--- config.mk ---
export PLATFORM = sky130hd
export DESIGN_NAME = misc_regs
export DESIGN_NICKNAME = d
export VERILOG_FILES = /design/src/misc_pkg.sv /design/src/misc_regs.sv /design/src/scratch_store.sv
export SDC_FILE = /design/constraint.sdc
export NUM_CORES = 1
export LEC_CHECK = 0
export ABC_CLOCK_PERIOD_IN_PS = 4800
export BUFFER_PORTS_ARGS = -buffer_cell sky130_fd_sc_hd__buf_2
export CORE_ASPECT_RATIO = 1.75
export CORE_UTILIZATION = 30
export DETAILED_ROUTE_END_ITERATION = 12
export GPL_TIMING_DRIVEN = 0
export HOLD_SLACK_MARGIN = 0.08
export PLACE_DENSITY = 0.45
export SLEW_MARGIN = 30
export SYNTH_ARGS = -nofsm -noshare
export SYNTH_HDL_FRONTEND = slang
export SYNTH_SLANG_ARGS = --single-unit
--- constraint.sdc ---
create_clock -name clk_i -period 4.8 [get_ports clk_i]
set_input_delay 1.2 -clock clk_i [delete_from_list [all_inputs] [get_ports clk_i]]
set_output_delay 1.2 -clock clk_i [all_outputs]
set_load 0.02 [all_outputs]
--- src/misc_pkg.sv ---
// constants and carrier types of the miscellaneous register group
// Overview of operation
// - output pin drives written data bit
// - input pin read returns sampled level, 0 when input disabled
// - panel mode 10 hands pins 3..0 over
// - source divided by two to divide field
// - divided clock further divided by 256
// - force-high bit holds pulse pin high
// - two-bit field selects pulse clock source
// - enable low stops pulse counters and drives pulse pin low unless force-high is set
// - power save stops pulse circuitry
// - duty N gives N high of 256
// - scratch pads store 32 bits, no effect
// - scratch pads are not cleared by reset
// - direction bit one means output, default input
`default_nettype none
package misc_pkg;
    // ****************************************************************
    // register map
    // ****************************************************************
    localparam int ADDR_W = 8;
    localparam logic [7:0] OFS_PIN_DATA = 8'h64;
    localparam logic [7:0] OFS_PULSE_CFG = 8'h70;
    localparam logic [7:0] OFS_PULSE_DUTY = 8'h74;
    localparam logic [7:0] OFS_SCRATCH_A = 8'h80;
    localparam logic [7:0] OFS_SCRATCH_B = 8'h84;
    localparam logic [7:0] OFS_SCRATCH_C = 8'h88;
    // ****************************************************************
    // fields and reset values
    // ****************************************************************
    localparam int CFG_EN_BIT = 0;
    localparam int CFG_SRC_LSB = 1;
    localparam int CFG_FORCE_BIT = 3;
    localparam int CFG_DIV_LSB = 4;
    localparam int PIN_COUNT = 6;
    localparam int PANEL_PINS = 4;
    localparam logic [3:0] RST_DIV = 4'h0;
    localparam logic [1:0] RST_SRC = 2'h0;
    localparam logic [7:0] RST_DUTY = 8'h00;
    localparam logic [5:0] RST_PIN_DATA = 6'h00;
    localparam logic [1:0] PANEL_DIRECT = 2'h2;
    localparam logic [1:0] SRC_CLK_ONE = 2'h0;
    localparam logic [1:0] SRC_CLK_TWO = 2'h1;
    localparam logic [1:0] SRC_BUS_CLK = 2'h2;
    localparam logic [1:0] SRC_PIXEL_CLK = 2'h3;
    localparam logic [1:0] RESP_OKAY = 2'h0;
    localparam logic [1:0] RESP_SLVERR = 2'h2;
    // ****************************************************************
    // bus carriers
    // ****************************************************************
    typedef struct packed {
        logic [ADDR_W-1:0] awaddr;
        logic awvalid;
        logic [31:0] wdata;
        logic [3:0] wstrb;
        logic wvalid;
        logic bready;
        logic [ADDR_W-1:0] araddr;
        logic arvalid;
        logic rready;
    } axil_req_t;
    typedef struct packed {
        logic awready;
        logic wready;
        logic [1:0] bresp;
        logic bvalid;
        logic arready;
        logic [31:0] rdata;
        logic [1:0] rresp;
        logic rvalid;
    } axil_rsp_t;
endpackage
`default_nettype wire

--- src/misc_regs.sv ---
// pulse output generator, pin data bits and scratch pads behind axi4-lite
`timescale 1ns/1ps
`default_nettype none
module misc_regs (
    input wire logic clk_i,
    input wire logic rst_b_i,
    input wire logic ce_i,
    input wire misc_pkg::axil_req_t axi_i,
    output misc_pkg::axil_rsp_t axi_o,
    input wire logic input_clock_one_i,
    input wire logic input_clock_two_i,
    input wire logic pixel_clock_i,
    input wire logic power_save_i,
    input wire logic [1:0] panel_if_mode_i,
    input wire logic panel_start_pulse_i,
    input wire logic panel_reverse_i,
    input wire logic panel_shift_clock_i,
    input wire logic panel_power_save_i,
    input wire logic [5:0] pin_dir_i,
    input wire logic [5:0] pin_in_en_i,
    input wire logic [5:0] pin_i,
    output logic [5:0] pin_o,
    output logic [5:0] pin_oe_b_o,
    output logic pulse_out_pin_o
);
    // ****************************************************************
    // state
    // ****************************************************************
    typedef struct packed {
        logic [misc_pkg::ADDR_W-1:0] aw_addr;
        logic aw_got;
        logic [31:0] w_data;
        logic [3:0] w_strb;
        logic w_got;
        logic bvalid;
        logic [1:0] bresp;
        logic [misc_pkg::ADDR_W-1:0] ar_addr;
        logic rd_busy;
        logic rvalid;
        logic [31:0] rdata;
        logic [1:0] rresp;
        logic [3:0] div_sel;
        logic force_high;
        logic [1:0] src_sel;
        logic pulse_en;
        logic [7:0] duty;
        logic [5:0] pin_data;
        logic [5:0] pin_out;
        logic [5:0] pin_oe_b;
        logic [2:0] src_prev;
        logic [14:0] pre_cnt;
        logic [7:0] duty_cnt;
        logic pulse_out;
    } state_t;

    state_t q;
    state_t d;

    logic panel_direct;
    logic do_write;
    logic scratch_we;
    logic scratch_re;
    logic [31:0] scratch_rdata;
    logic [2:0] src_now;
    logic src_tick;
    logic [15:0] div_mask;
    logic div_tick;
    logic running;
    logic [5:0] panel_sig;
    logic [5:0] pin_read;
    logic [31:0] cfg_word;

    assign panel_direct = (panel_if_mode_i == misc_pkg::PANEL_DIRECT);
    assign panel_sig = {2'h0, panel_start_pulse_i, panel_reverse_i,
                        panel_shift_clock_i, panel_power_save_i};
    assign do_write = q.aw_got && q.w_got && !q.bvalid;
    assign scratch_we = do_write && q.aw_addr >= misc_pkg::OFS_SCRATCH_A
                        && q.aw_addr <= misc_pkg::OFS_SCRATCH_C
                        && q.aw_addr[1:0] == 2'h0;
    assign scratch_re = axi_o.arready && axi_i.arvalid;
    assign cfg_word = {24'h0, q.div_sel, q.force_high, q.src_sel,
                       q.pulse_en};

    // ****************************************************************
    // bus handshakes
    // ****************************************************************
    always_comb begin
        axi_o.awready = ce_i && !q.aw_got && !q.bvalid;
        axi_o.wready = ce_i && !q.w_got && !q.bvalid;
        axi_o.bvalid = q.bvalid;
        axi_o.bresp = q.bresp;
        axi_o.arready = ce_i && !q.rd_busy && !q.rvalid;
        axi_o.rvalid = q.rvalid;
        axi_o.rdata = q.rdata;
        axi_o.rresp = q.rresp;
    end

    scratch_store u_scratch (
        .clk_i(clk_i),
        .ce_i(ce_i),
        .we_i(scratch_we),
        .waddr_i(q.aw_addr[3:2]),
        .wdata_i(q.w_data),
        .wstrb_i(q.w_strb),
        .re_i(scratch_re),
        .raddr_i(axi_i.araddr[3:2]),
        .rdata_o(scratch_rdata)
    );

    // ****************************************************************
    // pulse clock source and dividers
    // ****************************************************************
    assign src_now = {pixel_clock_i, input_clock_two_i, input_clock_one_i};
    assign running = q.pulse_en && !power_save_i;
    assign div_mask = (16'h1 << q.div_sel) - 16'h1;
    assign div_tick = src_tick
                      && ((q.pre_cnt & div_mask[14:0]) == div_mask[14:0]);

    always_comb begin
        case (q.src_sel)
            misc_pkg::SRC_CLK_ONE: src_tick = src_now[0] && !q.src_prev[0];
            misc_pkg::SRC_CLK_TWO: src_tick = src_now[1] && !q.src_prev[1];
            misc_pkg::SRC_BUS_CLK: src_tick = 1'b1;
            misc_pkg::SRC_PIXEL_CLK: src_tick = src_now[2] && !q.src_prev[2];
            default: src_tick = 1'b0;
        endcase
    end

    // ****************************************************************
    // pin read-back
    // ****************************************************************
    always_comb begin
        for (int i = 0; i < misc_pkg::PIN_COUNT; i++) begin
            if (q.pin_oe_b[i] == 1'b0) begin
                pin_read[i] = q.pin_out[i];
            end else if (pin_in_en_i[i]) begin
                pin_read[i] = pin_i[i];
            end else begin
                pin_read[i] = 1'b0;
            end
        end
    end

    // ****************************************************************
    // next state
    // ****************************************************************
    always_comb begin
        d = q;
        d.src_prev = src_now;

        // write path: address and data taken in either order
        if (axi_i.awvalid && axi_o.awready) begin
            d.aw_addr = axi_i.awaddr;
            d.aw_got = 1'b1;
        end
        if (axi_i.wvalid && axi_o.wready) begin
            d.w_data = axi_i.wdata;
            d.w_strb = axi_i.wstrb;
            d.w_got = 1'b1;
        end
        if (do_write) begin
            d.aw_got = 1'b0;
            d.w_got = 1'b0;
            d.bvalid = 1'b1;
            d.bresp = misc_pkg::RESP_OKAY;
            case (q.aw_addr)
                misc_pkg::OFS_PIN_DATA: begin
                    for (int i = 0; i < misc_pkg::PIN_COUNT; i++) begin
                        if (!(panel_direct && i < misc_pkg::PANEL_PINS)
                            && q.w_strb[0]) begin
                            d.pin_data[i] = q.w_data[i];
                        end
                    end
                end
                misc_pkg::OFS_PULSE_CFG: begin
                    if (q.w_strb[0]) begin
                        d.pulse_en = q.w_data[misc_pkg::CFG_EN_BIT];
                        d.src_sel = q.w_data[misc_pkg::CFG_SRC_LSB +: 2];
                        d.force_high = q.w_data[misc_pkg::CFG_FORCE_BIT];
                        d.div_sel = q.w_data[misc_pkg::CFG_DIV_LSB +: 4];
                    end
                end
                misc_pkg::OFS_PULSE_DUTY: begin
                    if (q.w_strb[0]) begin
                        d.duty = q.w_data[7:0];
                    end
                end
                misc_pkg::OFS_SCRATCH_A,
                misc_pkg::OFS_SCRATCH_B,
                misc_pkg::OFS_SCRATCH_C: begin
                    d.bresp = misc_pkg::RESP_OKAY;
                end
                default: begin
                    d.bresp = misc_pkg::RESP_SLVERR;
                end
            endcase
        end
        if (q.bvalid && axi_i.bready) begin
            d.bvalid = 1'b0;
        end

        // read path: address taken, data loaded one cycle later
        if (scratch_re) begin
            d.ar_addr = axi_i.araddr;
            d.rd_busy = 1'b1;
        end
        if (q.rd_busy) begin
            d.rd_busy = 1'b0;
            d.rvalid = 1'b1;
            d.rresp = misc_pkg::RESP_OKAY;
            case (q.ar_addr)
                misc_pkg::OFS_PIN_DATA: d.rdata = {26'h0, pin_read};
                misc_pkg::OFS_PULSE_CFG: d.rdata = cfg_word;
                misc_pkg::OFS_PULSE_DUTY: d.rdata = {24'h0, q.duty};
                misc_pkg::OFS_SCRATCH_A,
                misc_pkg::OFS_SCRATCH_B,
                misc_pkg::OFS_SCRATCH_C: d.rdata = scratch_rdata;
                default: begin
                    d.rdata = 32'h0;
                    d.rresp = misc_pkg::RESP_SLVERR;
                end
            endcase
        end
        if (q.rvalid && axi_i.rready) begin
            d.rvalid = 1'b0;
        end

        // pulse generator: prescaler, then 256-step duty counter
        if (!running) begin
            d.pre_cnt = 15'h0;
            d.duty_cnt = 8'h0;
        end else if (src_tick) begin
            d.pre_cnt = q.pre_cnt + 15'h1;
            if (div_tick) begin
                d.duty_cnt = q.duty_cnt + 8'h1;
            end
        end
        if (q.force_high) begin
            d.pulse_out = 1'b1;
        end else if (!running) begin
            d.pulse_out = 1'b0;
        end else begin
            d.pulse_out = (q.duty_cnt < q.duty);
        end

        // pin drivers
        for (int i = 0; i < misc_pkg::PIN_COUNT; i++) begin
            if (panel_direct && i < misc_pkg::PANEL_PINS) begin
                d.pin_out[i] = panel_sig[i];
                d.pin_oe_b[i] = 1'b0;
            end else begin
                d.pin_out[i] = d.pin_data[i];
                d.pin_oe_b[i] = !pin_dir_i[i];
            end
        end
    end

    // ****************************************************************
    // state register
    // ****************************************************************
    always_ff @(posedge clk_i or negedge rst_b_i) begin
        if (!rst_b_i) begin
            q <= '0;
            q.div_sel <= misc_pkg::RST_DIV;
            q.src_sel <= misc_pkg::RST_SRC;
            q.duty <= misc_pkg::RST_DUTY;
            q.pin_data <= misc_pkg::RST_PIN_DATA;
            q.pin_oe_b <= 6'h3f;
        end else if (ce_i) begin
            q <= d;
        end
    end

    assign pin_o = q.pin_out;
    assign pin_oe_b_o = q.pin_oe_b;
    assign pulse_out_pin_o = q.pulse_out;
endmodule
`default_nettype wire

--- src/scratch_store.sv ---
// three-word scratch store, kept across reset, registered read data
`timescale 1ns/1ps
`default_nettype none
module scratch_store (
    input wire logic clk_i,
    input wire logic ce_i,
    input wire logic we_i,
    input wire logic [1:0] waddr_i,
    input wire logic [31:0] wdata_i,
    input wire logic [3:0] wstrb_i,
    input wire logic re_i,
    input wire logic [1:0] raddr_i,
    output logic [31:0] rdata_o
);
    typedef struct packed {
        logic [2:0][31:0] word;
        logic [31:0] rdata;
    } store_t;

    store_t s_q;
    store_t s_d;

    always_comb begin
        s_d = s_q;
        if (we_i && waddr_i < 2'h3) begin
            for (int b = 0; b < 4; b++) begin
                if (wstrb_i[b]) begin
                    s_d.word[waddr_i][b*8 +: 8] = wdata_i[b*8 +: 8];
                end
            end
        end
        if (re_i && raddr_i < 2'h3) begin
            s_d.rdata = s_q.word[raddr_i];
        end
    end

    // no reset: contents survive a device reset
    always_ff @(posedge clk_i) begin
        if (ce_i) begin
            s_q <= s_d;
        end
    end

    assign rdata_o = s_q.rdata;
endmodule
`default_nettype wire

; ---- After elaboration in Yosys (flattened, before gate mapping)
; Cells that the tools add are included.
[word_totals]
register_bits = 282
inputBits = 88
out_inout_bits = 54
elab_cells = 193
[op_classes]
add_sub_neg = 3
order_cmp = 8
n_eq_ne = 19
shifts = 1
mux = 66
bitwise = 1
reduce_logical = 67
[ops]
columns = operator, count
row1 = 2-to-1 mux 96 bit, 7
row2 = bitwise mux 96 bit, 4
row3 = demux 32 bit (select 2 bit), 4
row4 = case mux 32 bit (4 select lines), 1
row5 = binary-select mux 32 bit (select 2 bit), 1
row6 = 2-to-1 mux 32 bit, 2
row7 = "equality test 8 x 7 -> 1 bit, second input constant", 6
row8 = "equality test 8 bit, second input constant", 6
row9 = 2-to-1 mux 23 bit, 2
row10 = 2-to-1 mux 36 bit, 1
row11 = 2-to-1 mux 1 bit, 34
row12 = AND reduction 2 bit, 13
row13 = logical AND 1 bit, 25
row14 = 2-to-1 mux 24 bit, 1
row15 = zero test 1 bit, 16
row16 = 2-to-1 mux 16 bit, 1
row17 = 2-to-1 mux 8 bit, 2
row18 = "adder 15 x 1 -> 15 bit, second input constant", 1
row19 = AND 15 bit, 1
row20 = equality test 15 bit, 1
row21 = "<< shifter 1 x 4 -> 15 bit, first input constant", 1
row22 = "subtractor 15 x 1 -> 15 bit, second input constant", 1
row23 = 2-to-1 mux 6 bit, 2
row24 = OR reduction 6 bit, 2
row25 = 18 further kinds, 30

; ---- Depth between registers and ports, before layout
[depth]
ltp_word = 15
ltp_mapped = 14
depth_no_buf = 10

; ---- Cells and area by module
; Synthesis repeated with hierarchy kept, for this count alone.
[hier_totals]
hier_cells = 989
area_unflattened_um2 = 12658.4
[modules_own_cells]
columns = mod, n_inst, cells_each, area_per_inst_um2, seq_area_each_um2
row1 = misc_regs, 1, 695, 7397.1, 3761.1
row2 = scratch_store, 1, 294, 5261.3, 3843.7

; ---- Worst setup path after synthesis
; OpenSTA, ideal clock, no wires.
[synth_timing]
path_type = input to register
start = input ce_i
end = register u_scratch.s_q, in the netlist u_scratch.rdata_o[0], enable pin
setup_time_ns = 0.432
arrival_time_ns = 3.955
required_time_ns = 4.368
slack_ns = 0.413
cell_stages = 4
path_buffers = 1
path_cell_list = buf_2 > nor3b_1 > nand2_1 > a21oi_1
[synth_lines]
columns = element, line
row1 = "start, declared", misc_regs.sv:7  ; input wire logic ce_i,
row2 = "end signal, assigned", scratch_store.sv:40  ; s_q <= s_d;
row3 = "end, declared", scratch_store.sv:20  ; store_t s_q;

; ---- Final worst setup path
[layout_timing]
start = register q, in the netlist cfg_word[5]
end = register q[2] in the netlist's numbering
[layout_via]
elab_chain_len = 7
[layout_lines]
columns = element, line
row1 = "start, declared", misc_regs.sv:56  ; state_t q;
row2 = << shifter 1 x 4 -> 15 bit *, misc_regs.sv:115  ; assign div_mask = (16'h1 << q.div_sel) - 16'h1;
row3 = subtractor 15 x 1 -> 15 bit *, misc_regs.sv:115
row4 = AND 15 bit, misc_regs.sv:117  ; && ((q.pre_cnt & div_mask[14:0]) == div_mask[14:0]);
row5 = equality test 15 bit *, misc_regs.sv:117
row6 = logical AND 1 bit *, misc_regs.sv:117
row7 = inequality test 2 bit (no source line) *, --
row8 = AND reduction 3 bit (no source line) *, --
; Every way passes the cells marked *; elsewhere a longest branch is shown, timed or not.
; A chain may end at the register's enable or synchronous reset.

==> summary.txt <==
STA
  • Max Clock Freq: 300 MHz
  • Clock skew: 0.0163 ns
  • Slew margin rel.: 36.5%
  • Period Utilization, post-route: 69.4%
  • Final-report max-slew violation count: 0
  • Final hold viol count: 0
  • Setup-failing EPs final: 0
  • Setup TNS: 0 ns
  • Slew @ Worst Pin: 0.950 ns
  • Minimum hold slack: 0.466 ns
  • Final min period: 3.33 ns
  • RSZ-0062 raised after global routing: false
  • Worst setup margin: 1.47 ns

Logic synthesis
  • Post-synthesis sequential area ratio: 62.6%
  • Post-synth EDFFs: 128
  • Most frequent cell after synthesis: dfrtp_1
  • FFs w/ async S/R, synth: 54.0%
  • Post-synthesis mux area share: 9.65%
  • Post-Synth XOR/XNOR Area: 1.01%
  • Largest family of logic cells by synthesized area: simple AND/OR/NAND/NOR gates
  • Synth top cells by count: 144 x dfrtp_1, 140 x nand2_1, 128 x edfxtp_1
  • Syn Area/Cell: 12.2 µm²
  • Post-synthesis cell count: 998
  • Synth warnings: 0
  • Synth cell types: 63
  • Area of the mapped netlist: 0.0121 mm²
  • Yosys top cell by area: edfxtp_1
  • Top cells by area, synth: edfxtp_1 32%, dfrtp_1 30%, mux2_2 6.7%
  • Compound-gate portion of the synthesized area: 6.77%
  • Post-synthesis adder-cell area fraction: 1.03%
  • Most used DFF post-synth: dfrtp_1
  • Top-area cell type share of the netlist area: 31.7%
  • Yosys reg bits: 278
  • Simple-Gate Fraction of Synth Area: 13.5%

Final layout
  • Final nets: 1268
  • Filler Cell Count: 3925
  • Area Growth Syn to Fin: 20.0%
  • Register area: 0.00760 mm²
  • Area of the multi-input gates: 0.00394 mm²
  • Share of cells above drive strength 1: 28.1%
  • Final Core Density: 36.5%
  • Post-route design area: 0.0146 mm²

Floorplanning
  • Overall die width: 154 µm
  • Die ar.: 0.0413 mm²
  • Initial Utilization: 30.4%
  • Area of the core: 0.0399 mm²
  • FP Rows: 97
  • Number of I/O pins: 142
  • Chip height: 268 µm

Critical path
  • Startpoint Class: flop
  • Crit-path max FO: 10
  • Worst-path cell chain: clkbuf_1, nor2_1, nand3_1, ha_1, clkbuf_1, nor3b_1, a2bb2oi_1, a21o_1, and3_1, and3_1, a32o_1
  • Worst Setup Path Type: reg -> reg
  • Worst Path Buf+Inv: 2
  • Worst Path Required: 5.23 ns
  • Worst EP arrival: 3.76 ns
  • Slowest stage delay, CP: 0.47 ns
  • Setup crit end kind: flop
  • Crit path max-delay family: simple AND/OR/NAND/NOR gates
  • Slowest cell on crit path: dfrtp_1

Routing
  • Antenna viol nets, final: 0
  • DRT Wirelength: 31.4 mm
  • First DRT Iteration DRCs: 336
  • Drt wl/cell: 18.6 µm
  • Initial DRT Pass Iterations: 5
  • DRC: 0
  • Vias: 7958
  • Via density: 4.71

CTS
  • Sink Count: 278
  • Clock Tree Buf Depth: 3
  • Skew-Pair Late Insertion Delay: 0.55 ns
  • H-Tree Depth: 1
  • Total clock buffers created by CTS: 28
  • # resized after CTS: 0
  • Worst-path clk slew: 0.07 ns
  • Setup Buffers After CTS: 0
  • Root buffer cell: clkbuf_16
  • CTS tree: yes
  • Hold buffer count at cts: 0

Pwr
  • Peak VDD IR: 0.285 mV
  • Cell area power density: 473 mW/mm²
  • Pleak: 6.12 nW

Outcome
  • Status: finished, final reports clean

Placement
  • Cell Area, Placed: 0.0136 mm²
  • HPWL after DPL: 23.5 mm
  • RePlAce Congestion: 0.811
  • Pre-CTS WS: 0.814 ns
  • Port Buffer Count: 137

Run
  • Max Cap Viol: 0

GRT
  • Tot GR Track Use: 15.7%
  • Vias in the first global route: 8363
  • GRT overflow: 0
  • First-pass GRT wire length: 48.8 mm
  • Pin count of the biggest net entering global routing: 77
  • Antenna violations before repair: 2

Min path
  • Worst Hold Class: reg -> reg
per-layer routing:
metal | track usage (%) | part of all wire [%]
met1 | 15.7 | 35
met5 | 0 | 0.025
met2 | 32.4 | 59
met3 | 2.35 | 3.6
met4 | 4.95 | 2.2
cell usage in the layout (no fill, tap or decap), types with 3 or more instances in the layout:
master     netlist  routed
and3_1          10      10
o21ai_0         59      59
ha_1            10      10
o21a_1           5       5
mux2_2          72      72
xnor2_1         11      11
nor4_1           4       4
clkbuf_16        0      29
dfrtp_1        144     144
a21oi_1         28      27
or4b_2           3       3
buf_2            1     137
xor2_1           3       3
nand3_1         37      37
buf_4           50      50
nor3_1           8       6
edfxtp_1       128     128
bufinv_16        0       5
nor3b_1          6       5
nor3_2           2       3
a221oi_1         6       6
and2_1          38      38
nor4b_1          3       3
buf_16           0       3
dfstp_2          6       6
clkinv_2         0      10
nor2_1          47      47
nor2b_1          5       5
clkbuf_1        42      47
a21o_1           5       5
inv_1           21      21
or3_1            8       8
a31oi_1          3       3
a22oi_1          6       6
o31ai_1          3       3
mux2i_1         36      36
or4_1            4       4
nand2_1        140     140
nand2b_1         5       5
power breakdown:
part,internal (mW),switching (mW),total (mW),leakage [nW]
combinational,0.577,0.659,1.24,2.55
clock,1.39,0.928,2.31,0.483
sequential,2.96,0.373,3.34,3.08
total,4.92,1.96,6.89,6.12
worst register-to-register path, cell delays in order (launching register included):
cell	delay, ns
dfrtp_1	0.47
clkbuf_1	0.43
nor2_1	0.13
nand3_1	0.15
ha_1	0.28
clkbuf_1	0.37
nor3b_1	0.34
a2bb2oi_1	0.11
a21o_1	0.18
and3_1	0.21
and3_1	0.27
a32o_1	0.28
sequential cells by signal, indices dropped and copies added (netlist names):
| register | cells |
|---|---|
| u_scratch.s_q | 96 |
| q | 95 |
| axi_o | 36 |
| u_scratch.rdata_o | 32 |
| cfg_word | 8 |
| pin_oe_b_o | 6 |
| pin_o | 4 |
| pulse_out_pin_o | 1 |
through the flow:
step                      total power [mW]  std cells
after floorplan                       4.09        999
after global placement                4.58       1631
after detailed placement              4.64       1635
after CTS                             6.99       1687
after global routing                  7.24       1687
final                                 6.89       1688
cell families after synthesis:
family	after synthesis
XOR/XNOR	14
AND/OR/NAND/NOR	335
flip-flops	278
buffers and inverters	118
multiplexers	108
other	1
adder cells (fa/ha/maj)	10
AO/OA/AOI/OAI	134
cell type report:
class	instances	share of cell area [%]
Tap cell	495	4.25
Timing Repair Buffer	141	5.44
Sequential cell	278	52.2
Antenna cell	1	0.0172
Buffer	97	3.90
Clock inverter	17	1.43
Inverter	21	0.541
Clock buffer	35	5.20
Multi-Input combinational cell	603	27.0
worst paths after layout:
check	start	end	slack, ns	cells after the start
max	cfg_word[5]	q[2]	1.47	11
min	u_scratch.rdata_o[25]	axi_o[28]	0.47	2
max reg2reg	cfg_word[5]	q[2]	1.47	11
min reg2reg	u_scratch.rdata_o[25]	axi_o[28]	0.47	2
max in group asynchronous	rst_b_i	pin_oe_b_o[0]	3.38	3
min in group asynchronous	rst_b_i	q[21]	0.63	2
No activity file was read; power rests on OpenSTA's default activity.
